$ cat config.mk
export PLATFORM = sky130hd
export DESIGN_NAME = mbs_slave
export DESIGN_NICKNAME = d
export VERILOG_FILES = /design/src/shared/mbs_pkg.sv /design/src/shared/mbs_link_if.sv /design/src/rtl/mbs_uart.sv /design/src/rtl/mbs_slave.sv
export SDC_FILE = /design/constraint.sdc
export NUM_CORES = 1
export LEC_CHECK = 0
export ABC_AREA = 1
export BUFFER_PORTS_ARGS = -buffer_cell sky130_fd_sc_hd__buf_4
export CAP_MARGIN = 20
export CORE_UTILIZATION = 60
export DETAILED_ROUTE_END_ITERATION = 7
export PLACE_DENSITY = 0.8
export SYNTH_ARGS = -nofsm -noshare
export SYNTH_HDL_FRONTEND = slang
export SYNTH_SLANG_ARGS = --single-unit
$ cat constraint.sdc
create_clock -name clk_in -period 10.5 [get_ports clk_in]
set_input_delay 1.05 -clock clk_in [delete_from_list [all_inputs] [get_ports clk_in]]
set_output_delay 1.05 -clock clk_in [all_outputs]
set_load 0.005 [all_outputs]
$ cat src/shared/mbs_pkg.sv
package mbs_pkg;

    // Clock and serial timing
    localparam int CLK_PERIOD_NS = 20;
    localparam int CLK_HZ = 50_000_000;
    localparam int BAUD_RATE = 19200;
    localparam int DATA_BITS = 8;
    localparam logic [15:0] BIT_CYCLES = 16'(CLK_HZ / BAUD_RATE);
    localparam logic [15:0] HALF_BIT_CYCLES = 16'(CLK_HZ / BAUD_RATE / 2);
    localparam logic [2:0] LAST_BIT = 3'(DATA_BITS - 1);

    // Frame end silence: 3.5 characters of 10 bits each
    localparam int T35_NS = 1_822_917;
    localparam int T35_CYCLES = (T35_NS + CLK_PERIOD_NS - 1) / CLK_PERIOD_NS;

    // One second of the time counter
    localparam int SECOND_NS = 1_000_000_000;
    localparam int SECOND_CYCLES = SECOND_NS / CLK_PERIOD_NS;

    // Protocol constants
    localparam logic [7:0] FC_READ_HOLD = 8'h03;
    localparam logic [3:0] REQ_LEN = 4'h8;
    localparam logic [3:0] REQ_OVER = 4'h9;
    localparam logic [7:0] MAX_REG_COUNT = 8'h7d;
    localparam logic [8:0] REPLY_OVERHEAD = 9'h005;
    localparam logic [8:0] REPLY_BODY_START = 9'h003;
    localparam logic [15:0] CRC_INIT = 16'hffff;
    localparam logic [15:0] CRC_POLY = 16'ha001;
    localparam logic [15:0] CRC_GOOD = 16'h0000;

    // Holding register indices, zero based
    localparam logic [15:0] REG_EPOCH_HIGH = 16'h0004;
    localparam logic [15:0] REG_EPOCH_LOW = 16'h0005;
    localparam logic [15:0] REG_FAULT_STATUS = 16'h0007;
    localparam logic [15:0] REG_HEALTH_CODE = 16'h0009;
    localparam logic [15:0] REG_MOTOR_SPEED = 16'h000a;
    localparam logic [15:0] REG_MOTOR_DIR = 16'h000b;
    localparam logic [15:0] REG_MOTOR_CURRENT = 16'h000c;
    localparam logic [15:0] REG_BATTERY_VOLT = 16'h000d;
    localparam logic [15:0] REG_CHARGE_CURRENT = 16'h000e;

    typedef enum logic [1:0] {
        ST_LISTEN = 2'b00,
        ST_CHECK = 2'b01,
        ST_REPLY = 2'b10
    } mbs_state_t;

    typedef enum logic [1:0] {
        SER_IDLE = 2'b00,
        SER_START = 2'b01,
        SER_DATA = 2'b10,
        SER_STOP = 2'b11
    } mbs_ser_t;

    // Modbus CRC-16, one byte, reflected polynomial
    function automatic logic [15:0] mbs_crc_step(input logic [15:0] crc, input logic [7:0] data);
        logic [15:0] c;
        c = crc ^ {8'h00, data};
        for (int i = 0; i < DATA_BITS; i++) begin
            c = c[0] ? ((c >> 1) ^ CRC_POLY) : (c >> 1);
        end
        return c;
    endfunction

endpackage

$ cat src/shared/mbs_link_if.sv
`timescale 1ns/100ps
interface mbs_link_if;
    logic [7:0] rx_data;
    logic rx_valid;
    logic [7:0] tx_data;
    logic tx_valid;
    logic tx_ready;

    modport uart (
        output rx_data,
        output rx_valid,
        output tx_ready,
        input tx_data,
        input tx_valid
    );

    modport core (
        input rx_data,
        input rx_valid,
        input tx_ready,
        output tx_data,
        output tx_valid
    );
endinterface

$ cat src/rtl/mbs_uart.sv
`timescale 1ns/100ps
module mbs_uart import mbs_pkg::*; #(
    parameter logic [15:0] BIT_CYC = BIT_CYCLES,
    parameter logic [15:0] HALF_CYC = HALF_BIT_CYCLES
) (
    input wire logic clk_in,
    input wire logic reset_in,
    input wire logic rxd_in,
    output logic txd_out,
    mbs_link_if.uart link
);

    typedef struct packed {
        mbs_ser_t rx_st;
        logic [15:0] rx_cnt;
        logic [2:0] rx_bit;
        logic [7:0] rx_sh;
        logic [7:0] rx_data;
        logic rx_valid;
        mbs_ser_t tx_st;
        logic [15:0] tx_cnt;
        logic [2:0] tx_bit;
        logic [7:0] tx_sh;
        logic txd;
    } mbs_uart_t;

    mbs_uart_t s;
    mbs_uart_t next_s;

    assign link.rx_data = s.rx_data;
    assign link.rx_valid = s.rx_valid;
    assign link.tx_ready = (s.tx_st == SER_IDLE);
    assign txd_out = s.txd;

    ////////////////////////////////////////////////////////////////////////
    always_comb begin
        next_s = s;
        next_s.rx_valid = 1'b0;
        // receive 8N1 character
        case (s.rx_st)
            SER_IDLE: begin
                next_s.rx_cnt = '0;
                if (!rxd_in) begin
                    next_s.rx_st = SER_START;
                end
            end
            SER_START: begin
                if (s.rx_cnt == HALF_CYC - 16'h0001) begin
                    next_s.rx_cnt = '0;
                    next_s.rx_bit = '0;
                    next_s.rx_st = rxd_in ? SER_IDLE : SER_DATA;
                end else begin
                    next_s.rx_cnt = s.rx_cnt + 16'h0001;
                end
            end
            SER_DATA: begin
                if (s.rx_cnt == BIT_CYC - 16'h0001) begin
                    next_s.rx_cnt = '0;
                    next_s.rx_sh = {rxd_in, s.rx_sh[7:1]};
                    if (s.rx_bit == LAST_BIT) begin
                        next_s.rx_st = SER_STOP;
                    end else begin
                        next_s.rx_bit = s.rx_bit + 3'h1;
                    end
                end else begin
                    next_s.rx_cnt = s.rx_cnt + 16'h0001;
                end
            end
            SER_STOP: begin
                if (s.rx_cnt == BIT_CYC - 16'h0001) begin
                    next_s.rx_st = SER_IDLE;
                    if (rxd_in) begin
                        next_s.rx_data = s.rx_sh;
                        next_s.rx_valid = 1'b1;
                    end
                end else begin
                    next_s.rx_cnt = s.rx_cnt + 16'h0001;
                end
            end
            default: next_s.rx_st = SER_IDLE;
        endcase
        // transmit 8N1 character
        case (s.tx_st)
            SER_IDLE: begin
                next_s.txd = 1'b1;
                next_s.tx_cnt = '0;
                if (link.tx_valid) begin
                    next_s.tx_sh = link.tx_data;
                    next_s.tx_st = SER_START;
                    next_s.txd = 1'b0;
                end
            end
            SER_START: begin
                if (s.tx_cnt == BIT_CYC - 16'h0001) begin
                    next_s.tx_cnt = '0;
                    next_s.tx_bit = '0;
                    next_s.tx_st = SER_DATA;
                    next_s.txd = s.tx_sh[0];
                end else begin
                    next_s.tx_cnt = s.tx_cnt + 16'h0001;
                end
            end
            SER_DATA: begin
                if (s.tx_cnt == BIT_CYC - 16'h0001) begin
                    next_s.tx_cnt = '0;
                    next_s.tx_sh = {1'b0, s.tx_sh[7:1]};
                    if (s.tx_bit == LAST_BIT) begin
                        next_s.tx_st = SER_STOP;
                        next_s.txd = 1'b1;
                    end else begin
                        next_s.tx_bit = s.tx_bit + 3'h1;
                        next_s.txd = s.tx_sh[1];
                    end
                end else begin
                    next_s.tx_cnt = s.tx_cnt + 16'h0001;
                end
            end
            SER_STOP: begin
                next_s.txd = 1'b1;
                if (s.tx_cnt == BIT_CYC - 16'h0001) begin
                    next_s.tx_st = SER_IDLE;
                end else begin
                    next_s.tx_cnt = s.tx_cnt + 16'h0001;
                end
            end
            default: next_s.tx_st = SER_IDLE;
        endcase
    end

    always_ff @(posedge clk_in) begin
        if (reset_in) begin
            s <= '0;
            s.txd <= 1'b1;
        end else begin
            s <= next_s;
        end
    end

    ////////////////////////////////////////////////////////////////////////
    AST_TX_START_BIT: assert property (@(posedge clk_in) disable iff (reset_in)
        (link.tx_valid && link.tx_ready) |=> !txd_out [*8])
        else $error("Start bit not driven low");

    AST_TX_STOP_HIGH: assert property (@(posedge clk_in) disable iff (reset_in)
        (s.tx_st == SER_STOP || s.tx_st == SER_IDLE) |-> txd_out)
        else $error("Line not high in stop or idle");

endmodule

$ cat src/rtl/mbs_slave.sv
// Behaviour
// 19200 baud, 8N1, no flow control
// Slave only, answers own identifier
// Identifier replaceable from memory card load
// Supports function 3, read holding registers
// Valid request gets reply with register data
// Request: address, 3, start, count, CRC
// Reply: address, 3, byte count, data, CRC
// Master keeps inter-byte gap under 20 ms
// Master spaces requests at least 50 ms
// Master polls slaves one at a time
// Register indices are zero based decimal
// Time split: register 4 high, 5 low
// Time counts seconds since 1970 UTC
// Time set from positioning receiver
// Registers expose fault, health, motor, battery
// Register 7 holds subsystem error bits
// Register 9 holds health indicator code
// Registers 10, 11 motor speed, direction
// Registers 12-14 current, voltage, charge current
// CRC-16 low byte first; bad frames dropped
// 3.5 character silence ends a frame
`timescale 1ns/100ps
module mbs_slave import mbs_pkg::*; #(
    parameter int T35_CYC = T35_CYCLES,
    parameter int SEC_CYC = SECOND_CYCLES,
    parameter logic [7:0] MAX_REGS = MAX_REG_COUNT,
    parameter logic [15:0] BIT_CYC = BIT_CYCLES,
    parameter logic [15:0] HALF_CYC = HALF_BIT_CYCLES
) (
    input wire logic clk_in,
    input wire logic reset_in,
    input wire logic rxd_in,
    input wire logic [7:0] slave_id_in,
    input wire logic [7:0] card_id_in,
    input wire logic card_id_load_in,
    input wire logic [31:0] epoch_in,
    input wire logic epoch_load_in,
    input wire logic [15:0] fault_status_in,
    input wire logic [15:0] health_code_in,
    input wire logic [15:0] motor_speed_in,
    input wire logic [1:0] motor_dir_in,
    input wire logic [15:0] motor_current_in,
    input wire logic [15:0] battery_voltage_in,
    input wire logic [15:0] charge_current_in,
    output logic txd_out,
    output logic [7:0] slave_id_out,
    output logic frame_ok_out,
    output logic frame_drop_out
);

    typedef struct packed {
        mbs_state_t state;
        logic [7:0] id;
        logic id_loaded;
        logic [31:0] epoch;
        logic [31:0] sec_cnt;
        logic [31:0] snap;
        logic [31:0] quiet;
        logic [3:0] rx_cnt;
        logic [7:0][7:0] frame;
        logic [15:0] crc;
        logic [15:0] start;
        logic [7:0] count;
        logic [8:0] idx;
        logic [7:0] tx_data;
        logic tx_valid;
        logic frame_ok;
        logic frame_drop;
    } mbs_core_t;

    mbs_core_t s;
    mbs_core_t next_s;
    mbs_link_if link ();
    logic good;
    logic accept;
    logic [8:0] total;
    logic [8:0] j;
    logic [15:0] crc_n;

    assign link.tx_data = s.tx_data;
    assign link.tx_valid = s.tx_valid;
    assign slave_id_out = s.id;
    assign frame_ok_out = s.frame_ok;
    assign frame_drop_out = s.frame_drop;

    mbs_uart #(.BIT_CYC(BIT_CYC), .HALF_CYC(HALF_CYC)) u_uart (
        .clk_in(clk_in),
        .reset_in(reset_in),
        .rxd_in(rxd_in),
        .txd_out(txd_out),
        .link(link)
    );

    ////////////////////////////////////////////////////////////////////////
    // Register map read
    function automatic logic [15:0] reg_value(input logic [15:0] idx, input logic [31:0] tm);
        logic [15:0] v;
        // status register set
        // zero based index decode
        case (idx)
            // time split high, low
            REG_EPOCH_HIGH: v = tm[31:16];
            REG_EPOCH_LOW: v = tm[15:0];
            // subsystem error bits
            REG_FAULT_STATUS: v = fault_status_in;
            // health indicator code
            REG_HEALTH_CODE: v = health_code_in;
            // motor speed, direction
            REG_MOTOR_SPEED: v = motor_speed_in;
            REG_MOTOR_DIR: v = {14'h0000, motor_dir_in};
            // current and battery values
            REG_MOTOR_CURRENT: v = motor_current_in;
            REG_BATTERY_VOLT: v = battery_voltage_in;
            REG_CHARGE_CURRENT: v = charge_current_in;
            default: v = 16'h0000;
        endcase
        return v;
    endfunction

    // Reply byte before the CRC
    function automatic logic [7:0] body_byte(input logic [8:0] k, input mbs_core_t c);
        logic [8:0] d;
        logic [15:0] v;
        d = k - REPLY_BODY_START;
        v = reg_value(c.start + {7'h00, d[8:1]}, c.snap);
        // reply field order
        case (k)
            9'h000: return c.id;
            9'h001: return FC_READ_HOLD;
            9'h002: return {c.count[6:0], 1'b0};
            default: return d[0] ? v[7:0] : v[15:8];
        endcase
    endfunction

    ////////////////////////////////////////////////////////////////////////
    always_comb begin
        next_s = s;
        next_s.frame_ok = 1'b0;
        next_s.frame_drop = 1'b0;
        accept = s.tx_valid && link.tx_ready;
        total = {s.count, 1'b0} + REPLY_OVERHEAD;
        j = s.idx + 9'h001;
        crc_n = s.crc;
        // address, function, count and CRC check
        good = (s.rx_cnt == REQ_LEN) && (s.frame[0] == s.id) && (s.frame[1] == FC_READ_HOLD)
            && (s.crc == CRC_GOOD) && (s.frame[4] == 8'h00) && (s.frame[5] != 8'h00)
            && (s.frame[5] <= MAX_REGS);

        // manufacture identifier after reset
        if (!s.id_loaded) begin
            next_s.id = slave_id_in;
            next_s.id_loaded = 1'b1;
        // identifier from memory card
        end else if (card_id_load_in) begin
            next_s.id = card_id_in;
        end

        // receiver sets time
        if (epoch_load_in) begin
            next_s.epoch = epoch_in;
            next_s.sec_cnt = '0;
        // count whole seconds
        end else if (s.sec_cnt == 32'(SEC_CYC - 1)) begin
            next_s.sec_cnt = '0;
            next_s.epoch = s.epoch + 32'h0000_0001;
        end else begin
            next_s.sec_cnt = s.sec_cnt + 32'h0000_0001;
        end

        case (s.state)
            ST_LISTEN: begin
                if (link.rx_valid) begin
                    next_s.quiet = '0;
                    if (s.rx_cnt < REQ_LEN) begin
                        next_s.frame[s.rx_cnt[2:0]] = link.rx_data;
                        // running CRC over frame
                        next_s.crc = mbs_crc_step(s.crc, link.rx_data);
                        next_s.rx_cnt = s.rx_cnt + 4'h1;
                    end else begin
                        next_s.rx_cnt = REQ_OVER;
                    end
                end else if (s.quiet != 32'(T35_CYC)) begin
                    next_s.quiet = s.quiet + 32'h0000_0001;
                // silence ends frame
                end else if (s.rx_cnt != 4'h0) begin
                    next_s.state = ST_CHECK;
                end
            end
            ST_CHECK: begin
                next_s.rx_cnt = '0;
                next_s.crc = CRC_INIT;
                // answer good request
                if (good) begin
                    next_s.frame_ok = 1'b1;
                    next_s.start = {s.frame[2], s.frame[3]};
                    next_s.count = s.frame[5];
                    next_s.snap = s.epoch;
                    next_s.idx = '0;
                    next_s.tx_data = s.id;
                    next_s.tx_valid = 1'b1;
                    next_s.state = ST_REPLY;
                // silent discard
                end else begin
                    next_s.frame_drop = 1'b1;
                    next_s.quiet = '0;
                    next_s.state = ST_LISTEN;
                end
            end
            ST_REPLY: begin
                if (accept) begin
                    if (s.idx < total - 9'h002) begin
                        crc_n = mbs_crc_step(s.crc, s.tx_data);
                    end
                    next_s.crc = crc_n;
                    next_s.idx = j;
                    // data then CRC
                    if (j < total - 9'h002) begin
                        next_s.tx_data = body_byte(j, s);
                    // CRC low byte first
                    end else if (j == total - 9'h002) begin
                        next_s.tx_data = crc_n[7:0];
                    end else if (j == total - 9'h001) begin
                        next_s.tx_data = crc_n[15:8];
                    end else begin
                        next_s.tx_valid = 1'b0;
                        next_s.crc = CRC_INIT;
                        next_s.quiet = '0;
                        next_s.state = ST_LISTEN;
                    end
                end
            end
            default: next_s.state = ST_LISTEN;
        endcase
    end

    always_ff @(posedge clk_in) begin
        if (reset_in) begin
            s <= '0;
            s.crc <= CRC_INIT;
        end else begin
            s <= next_s;
        end
    end

    ////////////////////////////////////////////////////////////////////////
    AST_STRAP_ID: assert property (@(posedge clk_in) disable iff (reset_in)
        (!s.id_loaded) |=> (s.id == $past(slave_id_in)) && s.id_loaded)
        else $error("Identifier not taken after reset");

    AST_CARD_ID: assert property (@(posedge clk_in) disable iff (reset_in)
        (s.id_loaded && card_id_load_in) |=> s.id == $past(card_id_in))
        else $error("Card identifier not loaded");

    AST_FUNC_BYTE: assert property (@(posedge clk_in) disable iff (reset_in)
        (s.state == ST_REPLY && s.idx == 9'h001) |-> s.tx_data == FC_READ_HOLD)
        else $error("Function byte wrong in reply");

    AST_GOOD_REPLY: assert property (@(posedge clk_in) disable iff (reset_in)
        (s.state == ST_CHECK && good) |=> (s.state == ST_REPLY) && s.tx_valid && frame_ok_out)
        else $error("Good request not answered");

    AST_REPLY_HEAD: assert property (@(posedge clk_in) disable iff (reset_in)
        (s.state == ST_CHECK && good) |=> (s.tx_data == s.id) && (s.idx == 9'h000)
        && (s.count == $past(s.frame[5])))
        else $error("Reply does not open with address");

    AST_BYTE_COUNT: assert property (@(posedge clk_in) disable iff (reset_in)
        (s.state == ST_REPLY && s.idx == 9'h002) |-> s.tx_data == {s.count[6:0], 1'b0})
        else $error("Byte count wrong in reply");

    AST_EPOCH_SPLIT: assert property (@(posedge clk_in) disable iff (reset_in)
        (s.state == ST_REPLY && s.idx == REPLY_BODY_START && s.start == REG_EPOCH_HIGH)
        |-> s.tx_data == s.snap[31:24])
        else $error("Time halves do not rebuild value");

    AST_EPOCH_TICK: assert property (@(posedge clk_in) disable iff (reset_in)
        (!epoch_load_in && s.sec_cnt == 32'(SEC_CYC - 1)) |=> s.epoch == $past(s.epoch) + 32'h0000_0001)
        else $error("Seconds count did not advance");

    AST_EPOCH_LOAD: assert property (@(posedge clk_in) disable iff (reset_in)
        epoch_load_in |=> (s.epoch == $past(epoch_in)) && (s.sec_cnt == 32'h0000_0000))
        else $error("Time not loaded from receiver");

    AST_CRC_DROP: assert property (@(posedge clk_in) disable iff (reset_in)
        (s.state == ST_CHECK && s.crc != CRC_GOOD) |=> (s.state == ST_LISTEN) && frame_drop_out && !s.tx_valid)
        else $error("Bad CRC frame not discarded");

    AST_QUIET_END: assert property (@(posedge clk_in) disable iff (reset_in)
        (s.state == ST_LISTEN && next_s.state == ST_CHECK) |-> s.quiet == 32'(T35_CYC))
        else $error("Frame ended before silence time");

endmodule

==> reports/metrics.yaml <==
outcome: "completed"
yosysWarnings: 0
seq_area_frac_synth: 0.3231
ioPinCount: 162
die_x_um: 183.5
dp.cells: 3473
die_area_um2: 33670
root_buffer: "clkbuf_16"
final_layout_size_suffix_gt1_frac: 0.09825
grt_pass1_wl_mm: 93.59
cap_violations: 0
synth.distinct_cells: 63
num_antenna_cells: 0
timing.critical_path.arrival_ns: 6.17
worstHoldPathType: "flop to flop"
required_ns: 10.93
grt_start_max_net_pins: 93
syn_inst: 2984
crit_type: "flop to flop"
ff2ff_path_depth: 25
via_per_inst: 5.776
period_share: 0.5468
totalWireLength_mm: 58.44
synth_area_um2: 19770
fin_nets: 3274
die-height_um: 183.5
ir_drop_mv: 0.1286
port_buffers: 161
htree_levels: 2
cts-resized-gates: 0
power_density_nw_per_um2: 129.9
grt_usage: 0.3416
max-clock-path-buffers: 3
crit_path_max_fanout: 87
fin_worst_skew_ns: 0.03123
cts.sinks: 319
gr-total-overflow: 0
num_vias: 20424
min_period_ns: 5.742
total_power_mw: 2.896
dp_hpwl_mm: 43.19
maxSlewHeadroom: 0.2528
clk_pin_slew_worst_paths_ns: 0.06
post_cts_buffers: 0
critPathSlowestCell: "nor2_8"
synth_nets: 3189
drc: 0
cp_common_cell: "nand2_1"
power.leakage_nw: 9.241
rsz0062_at_grt: "no"
whs_path_depth: 1
setup_viol: 0
coreArea_um2: 32450
final_hold_viol_count: 0
place_congestion: 1.020
ant_nets: 0
antenna_found_initial: 0
fin_tns_setup_ns: 0
cts_tree: "yes"
cts_made_buffers: 36
clk_latency_ns: 0.53
num_rows: 66
holdBufCountCts: 0
postSynthAreaPerCell_um2: 6.624
drt_first_pass_iters: 6
fin_util: 0.6867
startpoint_type: "flop"
initial_core_util: 0.6090
synth_area_leader_cell: "dfxtp_1"
synth_area_leaders: "dfxtp_1 32%, nand2_1 10%, nor2_1 7.3%, inv_1 7.2%, a21oi_1 5.7%"
worst-slew-pin-transition_ns: 1.121
fmax_mhz: 174.2
first_iter_violations: 1828
max_stage_delay_ns: 0.86
grt_pass1_vias: 18745
synth.top_cell.area_share: 0.3231
maxSlewViolCount: 0
routedWlPerCell_um: 16.53
area_growth_pct: 12.76
synth_seq_cells: 319
cp-end-kind: "flop"
layoutNonFillerInstCount: 3536
[area by class of cell]
type	instances	area, um2
multi-input cells	2147	11320
fillers	2942	10170
flip-flops and latches	319	6386
inverters	393	1480
repair buffers	172	1291
clock buffers	48	1057
well taps	442	553.0
clock inverters	15	198.9
[synth_stat cells, drive strengths merged]
cell	number
o311ai	2
xor2	98
a21boi	1
buf	55
o22ai	7
a22oi	8
nor2	407
o31ai	1
a211oi	18
nor4b	1
mux2	1
a21oi	226
dfxtp	319
inv	389
nor3	91
nand3b	4
and3	1
a2bb2oi	1
o32ai	2
o21ai	234
a221oi	12
ha	53
nand3	152
nor3b	7
and2	2
o221ai	3
clkinv	4
or3	1
nand4	135
nor4	42
o41ai	1
or2	8
xnor2	49
o211ai	12
or4	1
a21o	1
fa	1
a31oi	12
nand2	543
clkbuf	70
o21a	9
[kinds of logic after synthesis]
group,synth area share
flops,0.3231
buf+inv,0.1046
fa+ha+maj,0.03456
xor+xnor,0.06761
mux,0.0005697
compound gates,0.1514
simple gates,0.3182
[where the power goes]
group / internal (mW) / leakage (nW) / switching [mW]
Sequential: 1.25 / 2.58 / 0.0322
Clock: 0.787 / 0.616 / 0.517
Combinational: 0.116 / 6.04 / 0.193
[path summary, 6_finish.rpt]
check | startpoint | end | slack [ns]
worst max-delay path | s[11]$_SDFFE_PP0P_ | link.tx_data[7]$_SDFFE_PP0P_ | 4.76
worst min-delay path | s[192]$_SDFF_PP0_ | s[192]$_SDFF_PP0_ | 0.45
worst max register to register | s[11]$_SDFFE_PP0P_ | link.tx_data[7]$_SDFFE_PP0P_ | 4.76
worst min register to register | s[192]$_SDFF_PP0_ | s[192]$_SDFF_PP0_ | 0.45
[metal layers]
metal  vias to the layer above  part of all wire  wire length [um]  GRT usage
li1                      10020                 -                 -          -
met1                      9413              0.44             25480     0.4634
met2                       838              0.45             26110     0.5439
met3                       153             0.080              4703    0.04873
met4                         0             0.037              2152     0.1390
met5                         -                 0                 0          0
[layout by cell type, fill, tap and decap left out, drive strengths merged, types with 2 or more instances in the layout]
master,instances
o311ai,2
o211ai,12
xor2,98
clkinvlp,2
a211oi,18
nor3,91
clkbuf,48
a221oi,12
clkinv,13
buf,172
o21ai,234
nand3b,4
o32ai,2
inv,390
dfxtp,319
nand4,135
xnor2,49
nand2,543
o21a,9
a31oi,12
nor2,407
nor4,42
ha,53
o22ai,7
or2,8
o221ai,3
a21oi,226
bufinv,3
nand3,152
nor3b,7
a22oi,8
and2,2
[through the flow]
stage | setup WS, ns | hold WS (ns) | cell area, um2
finish | 4.758 | 0.4470 | 22290
global route | 4.183 | 0.4794 | 22290
CTS | 4.958 | 0.4496 | 22290
detailed placement | 4.975 | 0.4397 | 21030
global placement | 5.213 | 0.4333 | 21030
floorplan | 6.709 | 0.4175 | 19770
[worst max-delay path: cells and delay by family, from the launching register on]
kind,cells,cell delay (ns)
buffers and inverters,2,0.19
flip-flops,1,0.76
adder cells (fa/ha/maj),2,0.64
AO/OA/AOI/OAI,2,0.27
AND/OR/NAND/NOR,17,3.08
XOR/XNOR,2,0.66
Note: power is estimated with default switching activity, not from simulation.
